**src/common/timer_pkg.sv**
```systemverilog
// Constants shared by the gated wide timer, the period timer and their helpers.
// Assumes one system clock; instruction clock is an enable every fourth cycle.
// What this block does
// RULE1: Clock source code picks wide count clock
// RULE2: Source 10 uses pin or oscillator edge
// RULE3: Wide prescaler divides by 1, 2, 4, 8
// RULE4: Sync control chooses path for external source
// RULE5: Run bit enables; clearing clears toggle flip-flop
// RULE6: Gate enable matters only while running
// RULE7: Polarity bit picks active gate level
// RULE8: Toggle mode flip-flop toggles on source rise
// RULE9: Single-pulse bit enables single-pulse gate acquisition
// RULE10: Armed bit set by software, hardware clears
// RULE11: Gate value bit readable, independent of enable
// RULE12: Gate source: pin, overflow, period match
// RULE13: Period timer counts instruction clock from zero
// RULE14: Period prescaler divides by 1, 4, 16, 64
// RULE15: Match pulses, restarts count, clocks postscaler
// RULE16: Reset clears count, period limit becomes FFh
// RULE17: Count or control write clears scalers
// RULE18: Control write leaves period count unchanged
// RULE19: Postscaler sets flag; request needs enable
// RULE20: Unscaled match pulse exported for PWM, serial
// RULE21: Period timer holds still during sleep
// RULE22: Period control layout: postscale, run, prescale
// RULE23: Single pulse opens on edge, trailing clears
// RULE24: Gate falling sets event; rollover sets overflow
// RULE25: Overflow and match reach gate as pulses
// RULE26: Wide count increments on gated prescaled tick
package timer_pkg;
    localparam int unsigned ADDR_W = 4;
    localparam int unsigned DATA_W = 8;

    // Register map, one byte each
    localparam logic [3:0] OFS_WIDE_CTRL   = 4'h0;
    localparam logic [3:0] OFS_GATE_CTRL   = 4'h1;
    localparam logic [3:0] OFS_WIDE_LOW    = 4'h2;
    localparam logic [3:0] OFS_WIDE_HIGH   = 4'h3;
    localparam logic [3:0] OFS_PERIOD_CNT  = 4'h4;
    localparam logic [3:0] OFS_PERIOD_LIM  = 4'h5;
    localparam logic [3:0] OFS_PERIOD_CTRL = 4'h6;
    localparam logic [3:0] OFS_FLAGS       = 4'h7;
    localparam logic [3:0] OFS_IRQ_EN      = 4'h8;

    // Writable bit masks; unimplemented bits read zero
    localparam logic [7:0] WIDE_CTRL_MASK   = 8'hFD;
    localparam logic [7:0] GATE_CTRL_MASK   = 8'hF3;
    localparam logic [7:0] PERIOD_CTRL_MASK = 8'h7F;

    // Wide timer control fields
    localparam int unsigned WC_CS_HI   = 7;
    localparam int unsigned WC_CS_LO   = 6;
    localparam int unsigned WC_PS_HI   = 5;
    localparam int unsigned WC_PS_LO   = 4;
    localparam int unsigned WC_OSCEN   = 3;
    localparam int unsigned WC_BYPASS  = 2;
    localparam int unsigned WC_RUN     = 0;

    // Gate control fields
    localparam int unsigned GC_ENABLE  = 7;
    localparam int unsigned GC_POL     = 6;
    localparam int unsigned GC_TOGGLE  = 5;
    localparam int unsigned GC_SPM     = 4;
    localparam int unsigned GC_ARMED   = 3;
    localparam int unsigned GC_VALUE   = 2;
    localparam int unsigned GC_SS_HI   = 1;
    localparam int unsigned GC_SS_LO   = 0;

    // Period control fields
    localparam int unsigned PC_POST_HI = 6;
    localparam int unsigned PC_POST_LO = 3;
    localparam int unsigned PC_RUN     = 2;
    localparam int unsigned PC_PRE_HI  = 1;
    localparam int unsigned PC_PRE_LO  = 0;

    // Flag and enable bits
    localparam int unsigned FL_WIDE_OVF = 0;
    localparam int unsigned FL_PERIOD   = 1;
    localparam int unsigned FL_GATE_EVT = 7;

    // Reset values
    localparam logic [7:0]  RST_BYTE       = 8'h00;
    localparam logic [7:0]  RST_PERIOD_LIM = 8'hFF;
    localparam logic [15:0] RST_WIDE       = 16'h0000;
    localparam logic [1:0]  QUARTER_LAST   = 2'h3;

    typedef enum logic [1:0] {
        SRC_INSTR,
        SRC_SYSTEM,
        SRC_EXTERNAL,
        SRC_LFOSC
    } wide_src_t;

    typedef enum logic [1:0] {
        GATE_PIN,
        GATE_OVF8,
        GATE_MATCH,
        GATE_RESERVED
    } gate_src_t;

    typedef enum logic [1:0] {
        SP_IDLE,
        SP_WAIT_LEAD,
        SP_OPEN
    } sp_state_t;

    // Prescale limits (count modulus minus one)
    localparam logic [2:0] WPS_DIV1 = 3'h0;
    localparam logic [2:0] WPS_DIV2 = 3'h1;
    localparam logic [2:0] WPS_DIV4 = 3'h3;
    localparam logic [2:0] WPS_DIV8 = 3'h7;
    localparam logic [5:0] PPS_DIV1  = 6'h00;
    localparam logic [5:0] PPS_DIV4  = 6'h03;
    localparam logic [5:0] PPS_DIV16 = 6'h0F;
    localparam logic [5:0] PPS_DIV64 = 6'h3F;
endpackage

```
**src/common/tick_div_if.sv**
```systemverilog
// Connection between a tick owner and a divider counter.
// Assumes owner and divider share one clock.
`timescale 1ns/10ps
`default_nettype none
interface tick_div_if #(parameter int unsigned W = 4);
    logic         tick;
    logic         clear;
    logic [W-1:0] limit;
    logic         pulse;

    modport owner   (output tick, output clear, output limit, input pulse);
    modport divider (input tick, input clear, input limit, output pulse);
endinterface
`default_nettype wire

```
**src/rtl/tick_divider.sv**
```systemverilog
// Divide-by-(limit+1) counter for prescalers and postscaler.
// Assumes tick is a one-cycle enable in the clk_sys_i domain.
`timescale 1ns/10ps
`default_nettype none
module tick_divider
    import timer_pkg::*;
#(
    parameter int unsigned W = 4
)(
    input  wire logic      clk_sys_i,
    input  wire logic      nrst_i,
    input  wire logic      clk_en_i,
    tick_div_if.divider    div
);
    logic [W-1:0] cnt_q;

    // Pulse on the tick that completes a full ratio
    assign div.pulse = div.tick && (cnt_q == div.limit);

    // Clear wins over tick so a rewrite restarts the ratio
    always_ff @(posedge clk_sys_i or negedge nrst_i)
    begin
        if (!nrst_i)
            cnt_q <= '0;
        else if (clk_en_i)
        begin
            if (div.clear)
                cnt_q <= '0;
            else if (div.pulse)
                cnt_q <= '0;
            else if (div.tick)
                cnt_q <= cnt_q + W'(1);
        end
    end
endmodule
`default_nettype wire

```
**src/rtl/edge_sync.sv**
```systemverilog
// Two-flop synchroniser for a pin level with a rising-edge pulse.
// Assumes pin_i is asynchronous to clk_sys_i.
`timescale 1ns/10ps
`default_nettype none
module edge_sync (
    input  wire logic clk_sys_i,
    input  wire logic nrst_i,
    input  wire logic clk_en_i,
    input  wire logic pin_i,
    output logic      level_o,
    output logic      rise_o
);
    logic meta_q;
    logic sync_q;
    logic prev_q;

    // Only sync_q reads meta_q; edge detect works on safe stages
    always_ff @(posedge clk_sys_i or negedge nrst_i)
    begin
        if (!nrst_i)
        begin
            meta_q <= 1'b0;
            sync_q <= 1'b0;
            prev_q <= 1'b0;
        end
        else if (clk_en_i)
        begin
            meta_q <= pin_i;
            sync_q <= meta_q;
            prev_q <= sync_q;
        end
    end

    assign level_o = sync_q;
    assign rise_o  = sync_q && !prev_q;
endmodule
`default_nettype wire

```
**src/rtl/gated_timer.sv**
```systemverilog
// Gated 16-bit wide timer and 8-bit period timer with register port.
// Assumes clk_sys_i is the system clock; pins are asynchronous to it.
`timescale 1ns/10ps
`default_nettype none
module gated_timer
    import timer_pkg::*;
(
    input  wire logic              clk_sys_i,
    input  wire logic              nrst_i,
    input  wire logic              clk_en_i,
    input  wire logic              sleep_i,
    input  wire logic [ADDR_W-1:0] addr_i,
    input  wire logic [DATA_W-1:0] wdata_i,
    input  wire logic              wr_i,
    input  wire logic              rd_i,
    output logic      [DATA_W-1:0] rdata_o,
    input  wire logic              wide_ext_clock_pin_i,
    input  wire logic              secondary_osc_in_i,
    input  wire logic              low_freq_internal_osc_i,
    input  wire logic              gate_input_pin_i,
    input  wire logic              overflow8_pulse_i,
    output logic                   period_match_o,
    output logic                   wide_overflow_flag_o,
    output logic                   gate_event_flag_o,
    output logic                   period_match_flag_o,
    output logic                   period_irq_req_o
);
    // Register state
    logic [7:0]  wctl_q;
    logic [7:0]  gctl_q;
    logic        armed_q;
    logic        gval_q;
    logic [15:0] wide_q;
    logic [7:0]  pcnt_q;
    logic [7:0]  plim_q;
    logic [7:0]  pctl_q;
    logic        wovf_q;
    logic        gevt_q;
    logic        pflag_q;
    logic        irq_en_q;
    logic [1:0]  quarter_q;
    logic        ext_resync_q;
    logic        tff_q;
    logic        gsrc_prev_q;
    logic        gact_prev_q;
    sp_state_t   sp_q;
    logic [7:0]  rdata_q;

    // Decoded fields and internal nets
    wide_src_t   wsrc;
    gate_src_t   gsrc_sel;
    logic        wide_run;
    logic        instr_tick;
    logic        src_tick;
    logic        ext_edge;
    logic        ext_tick;
    logic        gate_src;
    logic        gate_sig;
    logic        gate_active;
    logic        gate_val;
    logic        count_en;
    logic        wide_tick;
    logic        period_tick;
    logic        match;
    logic        pin_clk_rise;
    logic        osc_rise;
    logic        lfosc_rise;
    logic        gate_pin_lvl;
    logic        wr_wctl;
    logic        wr_gctl;
    logic        wr_low;
    logic        wr_high;
    logic        wr_pcnt;
    logic        wr_plim;
    logic        wr_pctl;
    logic        wr_flags;
    logic        wr_irq_en;
    logic        sp_trail;

    tick_div_if #(.W(3)) wide_pre ();
    tick_div_if #(.W(6)) per_pre ();
    tick_div_if #(.W(4)) per_post ();

    // Pin inputs, each through its own synchroniser
    edge_sync u_pin_clk (
        .clk_sys_i (clk_sys_i),
        .nrst_i    (nrst_i),
        .clk_en_i  (clk_en_i),
        .pin_i     (wide_ext_clock_pin_i),
        .level_o   (),
        .rise_o    (pin_clk_rise)
    );
    edge_sync u_osc (
        .clk_sys_i (clk_sys_i),
        .nrst_i    (nrst_i),
        .clk_en_i  (clk_en_i),
        .pin_i     (secondary_osc_in_i),
        .level_o   (),
        .rise_o    (osc_rise)
    );
    edge_sync u_lfosc (
        .clk_sys_i (clk_sys_i),
        .nrst_i    (nrst_i),
        .clk_en_i  (clk_en_i),
        .pin_i     (low_freq_internal_osc_i),
        .level_o   (),
        .rise_o    (lfosc_rise)
    );
    edge_sync u_gate_pin (
        .clk_sys_i (clk_sys_i),
        .nrst_i    (nrst_i),
        .clk_en_i  (clk_en_i),
        .pin_i     (gate_input_pin_i),
        .level_o   (gate_pin_lvl),
        .rise_o    ()
    );

    // Register write decode
    assign wr_wctl   = wr_i && (addr_i == OFS_WIDE_CTRL);
    assign wr_gctl   = wr_i && (addr_i == OFS_GATE_CTRL);
    assign wr_low    = wr_i && (addr_i == OFS_WIDE_LOW);
    assign wr_high   = wr_i && (addr_i == OFS_WIDE_HIGH);
    assign wr_pcnt   = wr_i && (addr_i == OFS_PERIOD_CNT);
    assign wr_plim   = wr_i && (addr_i == OFS_PERIOD_LIM);
    assign wr_pctl   = wr_i && (addr_i == OFS_PERIOD_CTRL);
    assign wr_flags  = wr_i && (addr_i == OFS_FLAGS);
    assign wr_irq_en = wr_i && (addr_i == OFS_IRQ_EN);

    // Control fields
    assign wsrc     = wide_src_t'(wctl_q[WC_CS_HI:WC_CS_LO]);
    assign gsrc_sel = gate_src_t'(gctl_q[GC_SS_HI:GC_SS_LO]);
    assign wide_run = wctl_q[WC_RUN];

    // Instruction clock is every fourth system clock
    assign instr_tick = (quarter_q == QUARTER_LAST);

    // External edge: oscillator or pin, then sync or bypass path
    assign ext_edge = wctl_q[WC_OSCEN] ? osc_rise : pin_clk_rise; // RULE2
    assign ext_tick = wctl_q[WC_BYPASS] ? ext_edge : ext_resync_q; // RULE4

    // Count clock select
    always_comb
    begin
        case (wsrc) // RULE1
            SRC_INSTR:    src_tick = instr_tick;
            SRC_SYSTEM:   src_tick = 1'b1;
            SRC_EXTERNAL: src_tick = ext_tick;
            SRC_LFOSC:    src_tick = lfosc_rise;
            default:      src_tick = 1'b0;
        endcase
    end

    // Wide prescaler ratio
    always_comb
    begin
        case (wctl_q[WC_PS_HI:WC_PS_LO]) // RULE3
            2'b00:   wide_pre.limit = WPS_DIV1;
            2'b01:   wide_pre.limit = WPS_DIV2;
            2'b10:   wide_pre.limit = WPS_DIV4;
            default: wide_pre.limit = WPS_DIV8;
        endcase
    end
    assign wide_pre.tick  = src_tick && wide_run;
    assign wide_pre.clear = !wide_run;
    assign wide_tick      = wide_pre.pulse;

    tick_divider #(.W(3)) u_wide_pre (
        .clk_sys_i (clk_sys_i),
        .nrst_i    (nrst_i),
        .clk_en_i  (clk_en_i),
        .div       (wide_pre.divider)
    );

    // Gate source; internal sources are one-cycle pulses
    always_comb
    begin
        case (gsrc_sel) // RULE12
            GATE_PIN:   gate_src = gate_pin_lvl;
            GATE_OVF8:  gate_src = overflow8_pulse_i; // RULE25
            GATE_MATCH: gate_src = match; // RULE25
            default:    gate_src = 1'b0;
        endcase
    end

    // Toggle mode routes the source through tff_q
    assign gate_sig    = gctl_q[GC_TOGGLE] ? tff_q : gate_src; // RULE8
    assign gate_active = gctl_q[GC_POL] ? gate_sig : !gate_sig; // RULE7

    // Single pulse passes gate only in armed window
    assign gate_val = gctl_q[GC_SPM] ? ((sp_q == SP_OPEN) && gate_active) // RULE9
                                     : gate_active;
    assign sp_trail = (sp_q == SP_OPEN) && !gate_active;

    // Gate enable only counts while running
    assign count_en = wide_run && (!gctl_q[GC_ENABLE] || gate_val); // RULE6

    // Toggle flip-flop, held clear when toggle off or timer stopped
    always_ff @(posedge clk_sys_i or negedge nrst_i)
    begin
        if (!nrst_i)
        begin
            tff_q       <= 1'b0;
            gsrc_prev_q <= 1'b0;
        end
        else if (clk_en_i)
        begin
            gsrc_prev_q <= gate_src;
            if (!gctl_q[GC_TOGGLE] || !wide_run) // RULE5 RULE8
                tff_q <= 1'b0;
            else if (gate_src && !gsrc_prev_q)
                tff_q <= !tff_q; // RULE8
        end
    end

    // Single-pulse window: wait leading edge, close on trailing edge
    always_ff @(posedge clk_sys_i or negedge nrst_i)
    begin
        if (!nrst_i)
        begin
            sp_q        <= SP_IDLE;
            gact_prev_q <= 1'b0;
        end
        else if (clk_en_i)
        begin
            gact_prev_q <= gate_active;
            case (sp_q) // RULE23
                SP_IDLE:
                    if (armed_q && gctl_q[GC_SPM])
                        sp_q <= SP_WAIT_LEAD;
                SP_WAIT_LEAD:
                    if (!armed_q || !gctl_q[GC_SPM])
                        sp_q <= SP_IDLE;
                    else if (gate_active && !gact_prev_q)
                        sp_q <= SP_OPEN;
                SP_OPEN:
                    if (sp_trail || !armed_q || !gctl_q[GC_SPM])
                        sp_q <= SP_IDLE;
                default:
                    sp_q <= SP_IDLE;
            endcase
        end
    end

    // Armed bit: software sets, trailing edge clears; the set wins
    always_ff @(posedge clk_sys_i or negedge nrst_i)
    begin
        if (!nrst_i)
            armed_q <= 1'b0;
        else if (clk_en_i)
        begin
            if (wr_gctl)
                armed_q <= wdata_i[GC_ARMED]; // RULE10
            else if (sp_trail)
                armed_q <= 1'b0; // RULE10 RULE23
        end
    end

    // Gate value and its falling-edge event flag
    always_ff @(posedge clk_sys_i or negedge nrst_i)
    begin
        if (!nrst_i)
        begin
            gval_q <= 1'b0;
            gevt_q <= 1'b0;
        end
        else if (clk_en_i)
        begin
            gval_q <= gate_val; // RULE11
            if (gval_q && !gate_val) // RULE24
                gevt_q <= 1'b1;
            else if (wr_flags && wdata_i[FL_GATE_EVT])
                gevt_q <= 1'b0;
        end
    end

    // Wide count: register writes take precedence over counting
    always_ff @(posedge clk_sys_i or negedge nrst_i)
    begin
        if (!nrst_i)
            wide_q <= RST_WIDE;
        else if (clk_en_i)
        begin
            if (wr_low)
                wide_q[7:0] <= wdata_i;
            else if (wr_high)
                wide_q[15:8] <= wdata_i;
            else if (wide_tick && count_en)
                wide_q <= wide_q + 16'h0001; // RULE26
        end
    end

    // Overflow flag on rollover; set beats a same-cycle clear
    always_ff @(posedge clk_sys_i or negedge nrst_i)
    begin
        if (!nrst_i)
            wovf_q <= 1'b0;
        else if (clk_en_i)
        begin
            if (!wr_low && !wr_high && wide_tick && count_en && (&wide_q))
                wovf_q <= 1'b1; // RULE24
            else if (wr_flags && wdata_i[FL_WIDE_OVF])
                wovf_q <= 1'b0;
        end
    end

    // Synchronised path costs one extra cycle of latency
    always_ff @(posedge clk_sys_i or negedge nrst_i)
    begin
        if (!nrst_i)
        begin
            ext_resync_q <= 1'b0;
            quarter_q    <= 2'h0;
        end
        else if (clk_en_i)
        begin
            ext_resync_q <= ext_edge;
            quarter_q    <= quarter_q + 2'h1;
        end
    end

    // Control registers
    always_ff @(posedge clk_sys_i or negedge nrst_i)
    begin
        if (!nrst_i)
        begin
            wctl_q   <= RST_BYTE;
            gctl_q   <= RST_BYTE;
            pctl_q   <= RST_BYTE;
            plim_q   <= RST_PERIOD_LIM; // RULE16
            irq_en_q <= 1'b0;
        end
        else if (clk_en_i)
        begin
            if (wr_wctl)
                wctl_q <= wdata_i & WIDE_CTRL_MASK;
            if (wr_gctl)
                gctl_q <= wdata_i & GATE_CTRL_MASK;
            if (wr_pctl)
                pctl_q <= wdata_i & PERIOD_CTRL_MASK; // RULE22
            if (wr_plim)
                plim_q <= wdata_i; // RULE16
            if (wr_irq_en)
                irq_en_q <= wdata_i[FL_PERIOD];
        end
    end

    // Period prescaler runs on the instruction clock only
    always_comb
    begin
        case (pctl_q[PC_PRE_HI:PC_PRE_LO]) // RULE14
            2'b00:   per_pre.limit = PPS_DIV1;
            2'b01:   per_pre.limit = PPS_DIV4;
            2'b10:   per_pre.limit = PPS_DIV16;
            default: per_pre.limit = PPS_DIV64;
        endcase
    end
    assign per_pre.tick  = instr_tick && pctl_q[PC_RUN] && !sleep_i; // RULE13 RULE21
    assign per_pre.clear = wr_pcnt || wr_pctl; // RULE17
    assign period_tick   = per_pre.pulse;

    tick_divider #(.W(6)) u_per_pre (
        .clk_sys_i (clk_sys_i),
        .nrst_i    (nrst_i),
        .clk_en_i  (clk_en_i),
        .div       (per_pre.divider)
    );

    // Match on an incrementing tick with count equal to limit
    assign match          = period_tick && (pcnt_q == plim_q) && !wr_pcnt; // RULE15
    assign period_match_o = match; // RULE20

    // Postscaler counts matches, ratio 1:1 to 1:16
    assign per_post.limit = pctl_q[PC_POST_HI:PC_POST_LO]; // RULE19
    assign per_post.tick  = match; // RULE15
    assign per_post.clear = wr_pcnt || wr_pctl; // RULE17

    tick_divider #(.W(4)) u_per_post (
        .clk_sys_i (clk_sys_i),
        .nrst_i    (nrst_i),
        .clk_en_i  (clk_en_i),
        .div       (per_post.divider)
    );

    // Period count; a control write leaves it alone
    always_ff @(posedge clk_sys_i or negedge nrst_i)
    begin
        if (!nrst_i)
            pcnt_q <= RST_BYTE; // RULE16
        else if (clk_en_i)
        begin
            if (wr_pcnt) // RULE18
                pcnt_q <= wdata_i;
            else if (match)
                pcnt_q <= RST_BYTE; // RULE15
            else if (period_tick)
                pcnt_q <= pcnt_q + 8'h01; // RULE13
        end
    end

    // Period flag from postscaler; set beats a same-cycle clear
    always_ff @(posedge clk_sys_i or negedge nrst_i)
    begin
        if (!nrst_i)
            pflag_q <= 1'b0;
        else if (clk_en_i)
        begin
            if (per_post.pulse)
                pflag_q <= 1'b1; // RULE19
            else if (wr_flags && wdata_i[FL_PERIOD])
                pflag_q <= 1'b0;
        end
    end

    // Read data registered, valid the cycle after the strobe
    always_ff @(posedge clk_sys_i or negedge nrst_i)
    begin
        if (!nrst_i)
            rdata_q <= RST_BYTE;
        else if (clk_en_i)
        begin
            rdata_q <= RST_BYTE;
            if (rd_i)
            begin
                case (addr_i)
                    OFS_WIDE_CTRL:   rdata_q <= wctl_q;
                    OFS_GATE_CTRL:   rdata_q <= {gctl_q[7:4], armed_q, gval_q,
                                                 gctl_q[1:0]}; // RULE11
                    OFS_WIDE_LOW:    rdata_q <= wide_q[7:0];
                    OFS_WIDE_HIGH:   rdata_q <= wide_q[15:8];
                    OFS_PERIOD_CNT:  rdata_q <= pcnt_q;
                    OFS_PERIOD_LIM:  rdata_q <= plim_q;
                    OFS_PERIOD_CTRL: rdata_q <= pctl_q;
                    OFS_FLAGS:       rdata_q <= {gevt_q, 5'h00, pflag_q, wovf_q};
                    OFS_IRQ_EN:      rdata_q <= {6'h00, irq_en_q, 1'b0};
                    default:         rdata_q <= RST_BYTE;
                endcase
            end
        end
    end

    // Outputs
    assign rdata_o              = rdata_q;
    assign wide_overflow_flag_o = wovf_q;
    assign gate_event_flag_o    = gevt_q;
    assign period_match_flag_o  = pflag_q;
    assign period_irq_req_o     = pflag_q && irq_en_q; // RULE19
endmodule
`default_nettype wire

```
**config.mk**
```make
export PLATFORM = sky130hd
export DESIGN_NAME = gated_timer
export DESIGN_NICKNAME = d
export VERILOG_FILES = /design/src/common/timer_pkg.sv /design/src/common/tick_div_if.sv /design/src/rtl/tick_divider.sv /design/src/rtl/edge_sync.sv /design/src/rtl/gated_timer.sv
export SDC_FILE = /design/constraint.sdc
export NUM_CORES = 1
export LEC_CHECK = 0
export BUFFER_PORTS_ARGS = -buffer_cell sky130_fd_sc_hd__buf_2
export CAP_MARGIN = 30
export CELL_PAD_IN_SITES_DETAIL_PLACEMENT = 0
export CELL_PAD_IN_SITES_GLOBAL_PLACEMENT = 1
export CORE_ASPECT_RATIO = 1.1
export CORE_MARGIN = 2
export CORE_UTILIZATION = 40
export CTS_BUF_LIST = sky130_fd_sc_hd__clkbuf_4
export CTS_CLUSTER_DIAMETER = 120
export DETAILED_ROUTE_END_ITERATION = 8
export GPL_TIMING_DRIVEN = 0
export HOLD_SLACK_MARGIN = 0.03
export PLACE_DENSITY_LB_ADDON = 0.1
export SYNTH_ARGS = -nofsm -noshare
export SYNTH_HDL_FRONTEND = slang
export SYNTH_SLANG_ARGS = --single-unit
```
**constraint.sdc**
```tcl
create_clock -name clk_sys_i -period 3 [get_ports clk_sys_i]
set_clock_uncertainty 0.2 [all_clocks]
set_input_delay 0.15 -clock clk_sys_i [delete_from_list [all_inputs] [get_ports clk_sys_i]]
set_output_delay 0.15 -clock clk_sys_i [all_outputs]
set_load 0.03 [all_outputs]
```
==> metrics <==
Area Overhead vs Synth 18.1%; Die Width 117 um; first-pass GRT wire length 27100 um; final hold slack 0.120 ns; Period minus WS final 2.90 ns; NetSw around 0.0013 W; most frequent cells in the layout dfrtp_1 (89), nand2_1 (52), mux2_2 (45), nor2_1 (43), o21ai_0 (43); setup violators final 0; Syn Inst Count 577; CP arrival 3.12 ns; met3 Usage GRT 0.0274; Post-synth EDFFs 0; Initial Util 0.406; Synth Cell Area 0.00557 sq mm; Unique masters post-synth 60; Total GRT Usage 0.242; I/O pin count 36; static leakage 2.73 nW; status finished clean; Fmax 345 MHz; met2 Use GR 0.382; CTS tree done; Num Clock Sinks 98; Final Hold Fails 0; Final period util 0.967; Die ar. 0.0149 sq mm; FILL cells 1369; Seq pwr share 0.505; Yosys top cell area share 0.404; clock latency on the worst-skew pair ~0.50 ns; Mapped Nets ~610; Post-Layout Cell Count between 800 and 900; cell taking the most area after synthesis dfrtp_1; clk root buf clkbuf_4; Comb pwr share 0.254; wire per inst ~20 um; Power Internal 0.00235 W; initial antenna violation count 1; ys async rst share 1.00; Hold Crit Class input pin to register; # rows 45; Critical Path Start Type register; Seq/Total Area, Yosys 0.442; HPWL after detailed placement between 10000 and 15000 um; GRT busiest layer met2; worst setup path category register to register; clock network power share 0.241; ranking of synthesized cells by area dfrtp_1 (40%), mux2_2 (9.1%), o21ai_0 (3.9%), dfstp_2 (3.8%), nand2_1 (3.5%); Worst setup EP type register; Final Net Count 688; Post-route DRC 0; Worst-path clk slew between 0.15 and 0.2 ns; largest net degree at the start of global routing between 50 and 60; post-route ant nets 0; Max Cap Viol 0; unrepaired setup endpoints after global routing yes; GR Layer Usage met1 0.349; placed cells 800; DIE HEIGHT 128 um; Slew Limit Fails 0; core area 0.0137 sq mm; Synth Area per Inst 9.66 sq um; Req. time, crit path between 3 and 4 ns; # H-tree levels 3; #FFs+latches synth 98; Clock Path Buffers 2; PD cells around 550 mW/mm^2; Worst VDD drop 0.000314 V; DRT Wirelength 17200 um; Slew headroom 0.423; vias in the first global route 4754; DR vias 4978; Synthesis Warnings 0; commonest non-fill, non-tap cell in the layout dfrtp_1; number of detailed-routing iterations run before antenna repair 5; crit-path max FO 9; RD Place Congestion 0.877; Main synth FF type dfrtp_1; CTS buffer count 9; detailed router's first-iteration violation count between 200 and 300; Remaining Overflow, GRT 0; vias per cell between 5 and 6; I/O Buffers 34; sw frac 0.347; Tightest Pin Transition 0.857 ns; share of layout cells above drive strength 1 0.211
-- timing repair --
action / 4_1_cts / 5_1_grt
pin swaps: 6 / 3
hold buffers: 23 / 0
resized for setup: 2 / 7
endpoints found under the hold margin: 158 / 0
buffers inserted: 10 / 4
setup endpoints to repair: 17 / 19
-- routing by layer --
| layer | vias to the layer above | wire length [um] |
|---|---|---|
| li1 | 2321 | - |
| met1 | 2506 | 7940 |
| met2 | 132 | 8200 |
| met3 | 19 | 772 |
| met4 | 0 | 292 |
| met5 | - | 0 |
-- sequential cells by signal (all words and copies together), names as in the netlist, 2 cells and up --
| register | cells |
|---|---|
| quarter_q | 2 |
| pcnt_q | 8 |
| u_per_pre.cnt_q | 6 |
| sp_q | 2 |
| plim_q | 8 |
| pctl_q | 7 |
| wide_q | 16 |
| u_per_post.cnt_q | 4 |
| u_wide_pre.cnt_q | 3 |
| wctl_q | 7 |
| rdata_o | 8 |
| gctl_q | 6 |
-- final cells by class --
cell class / instances / area (sq um) / area share
diodes: 1 / 2.50 / 0.000380
plain buffers: 25 / 108 / 0.0163
clock buffers: 9 / 67.6 / 0.0103
clock inverters: 7 / 106 / 0.0162
inverters: 15 / 56.3 / 0.00855
multi-input cells: 438 / 2990 / 0.454
flip-flops and latches: 98 / 2460 / 0.374
well taps: 188 / 235 / 0.0357
repair buffers: 72 / 553 / 0.0840
-- cells by family after synthesis --
| family | count (synthesis) | share of synthesized area |
|---|---|---|
| fa+ha+maj | 6 | 0.0135 |
| xor+xnor | 15 | 0.0269 |
| flops | 98 | 0.442 |
| simple gates | 207 | 0.186 |
| mux | 57 | 0.117 |
| compound gates | 153 | 0.185 |
| buf+inv | 41 | 0.0294 |
-- cells in the mapped netlist, types with 6 or more instances --
cell and n:
dfrtp_1 90, a21oi_1 24, ha_1 6, nand2_1 52
and3_1 17, a311oi_1 8, nor3_1 20, o31ai_1 7
buf_1 6, a211oi_1 6, or3_1 8, a22oi_1 7
nand4_1 8, dfstp_2 8, o21ai_0 43, nand3_1 22
nor2b_1 11, inv_1 15, o22ai_1 8, xnor2_1 9
clkbuf_1 17, mux2i_1 10, mux2_2 45, nor2_1 43
-- stage by stage --
step	setup WS, ns	total power [W]	setup TNS, ns	utilization	cell area, sq um
after floorplan	0.0153	0.00236	0	-	5580
after global placement	-0.129	0.00263	-0.338	0.436	5990
after detailed placement	-0.150	0.00267	-0.611	0.438	6020
after CTS	0.000228	0.00360	0	0.474	6520
after global routing	-0.0397	0.00383	-0.0397	0.479	6580
final	0.0998	0.00360	0	0.479	6580
-- power groups by stage --
| stage | combinational [W] | clock, W | sequential, W |
|---|---|---|---|
| 6_report | 0.000914 | 0.000869 | 0.00182 |
| 5_1_grt | 0.00102 | 0.000949 | 0.00186 |
| 4_1_cts | 0.000892 | 0.000892 | 0.00181 |
| 3_5_place_dp | 0.000828 | 0 | 0.00184 |
| 3_3_place_gp | 0.000800 | 0 | 0.00183 |
| 2_1_floorplan | 0.000598 | 0 | 0.00176 |
-- worst max-delay path, stage by stage (launching register included) --
cell and delay [ns]:
dfstp_2 0.58, xnor2_1 0.12, nand4_1 0.17, or4_4 0.57
o21ai_4 0.22, xor2_4 0.12, o22a_1 0.19, buf_4 0.18
o31a_1 0.31, a311oi_2 0.18
-- worst paths after layout --
kind | end | cells after the start | from | slack, ns
max | wide_q[8] | 9 | plim_q[5] | 0.1
min | rdata_o[7] | 5 | addr_i[0] | 0.12
min in group asynchronous | u_pin_clk.level_o | 4 | nrst_i | 0.49
max reg2reg | wide_q[8] | 9 | plim_q[5] | 0.1
max in group asynchronous | plim_q[3] | 4 | nrst_i | 1.74
min reg2reg | quarter_q[0] | 1 | quarter_q[0] | 0.29
No activity file was read; power rests on OpenSTA's default activity.
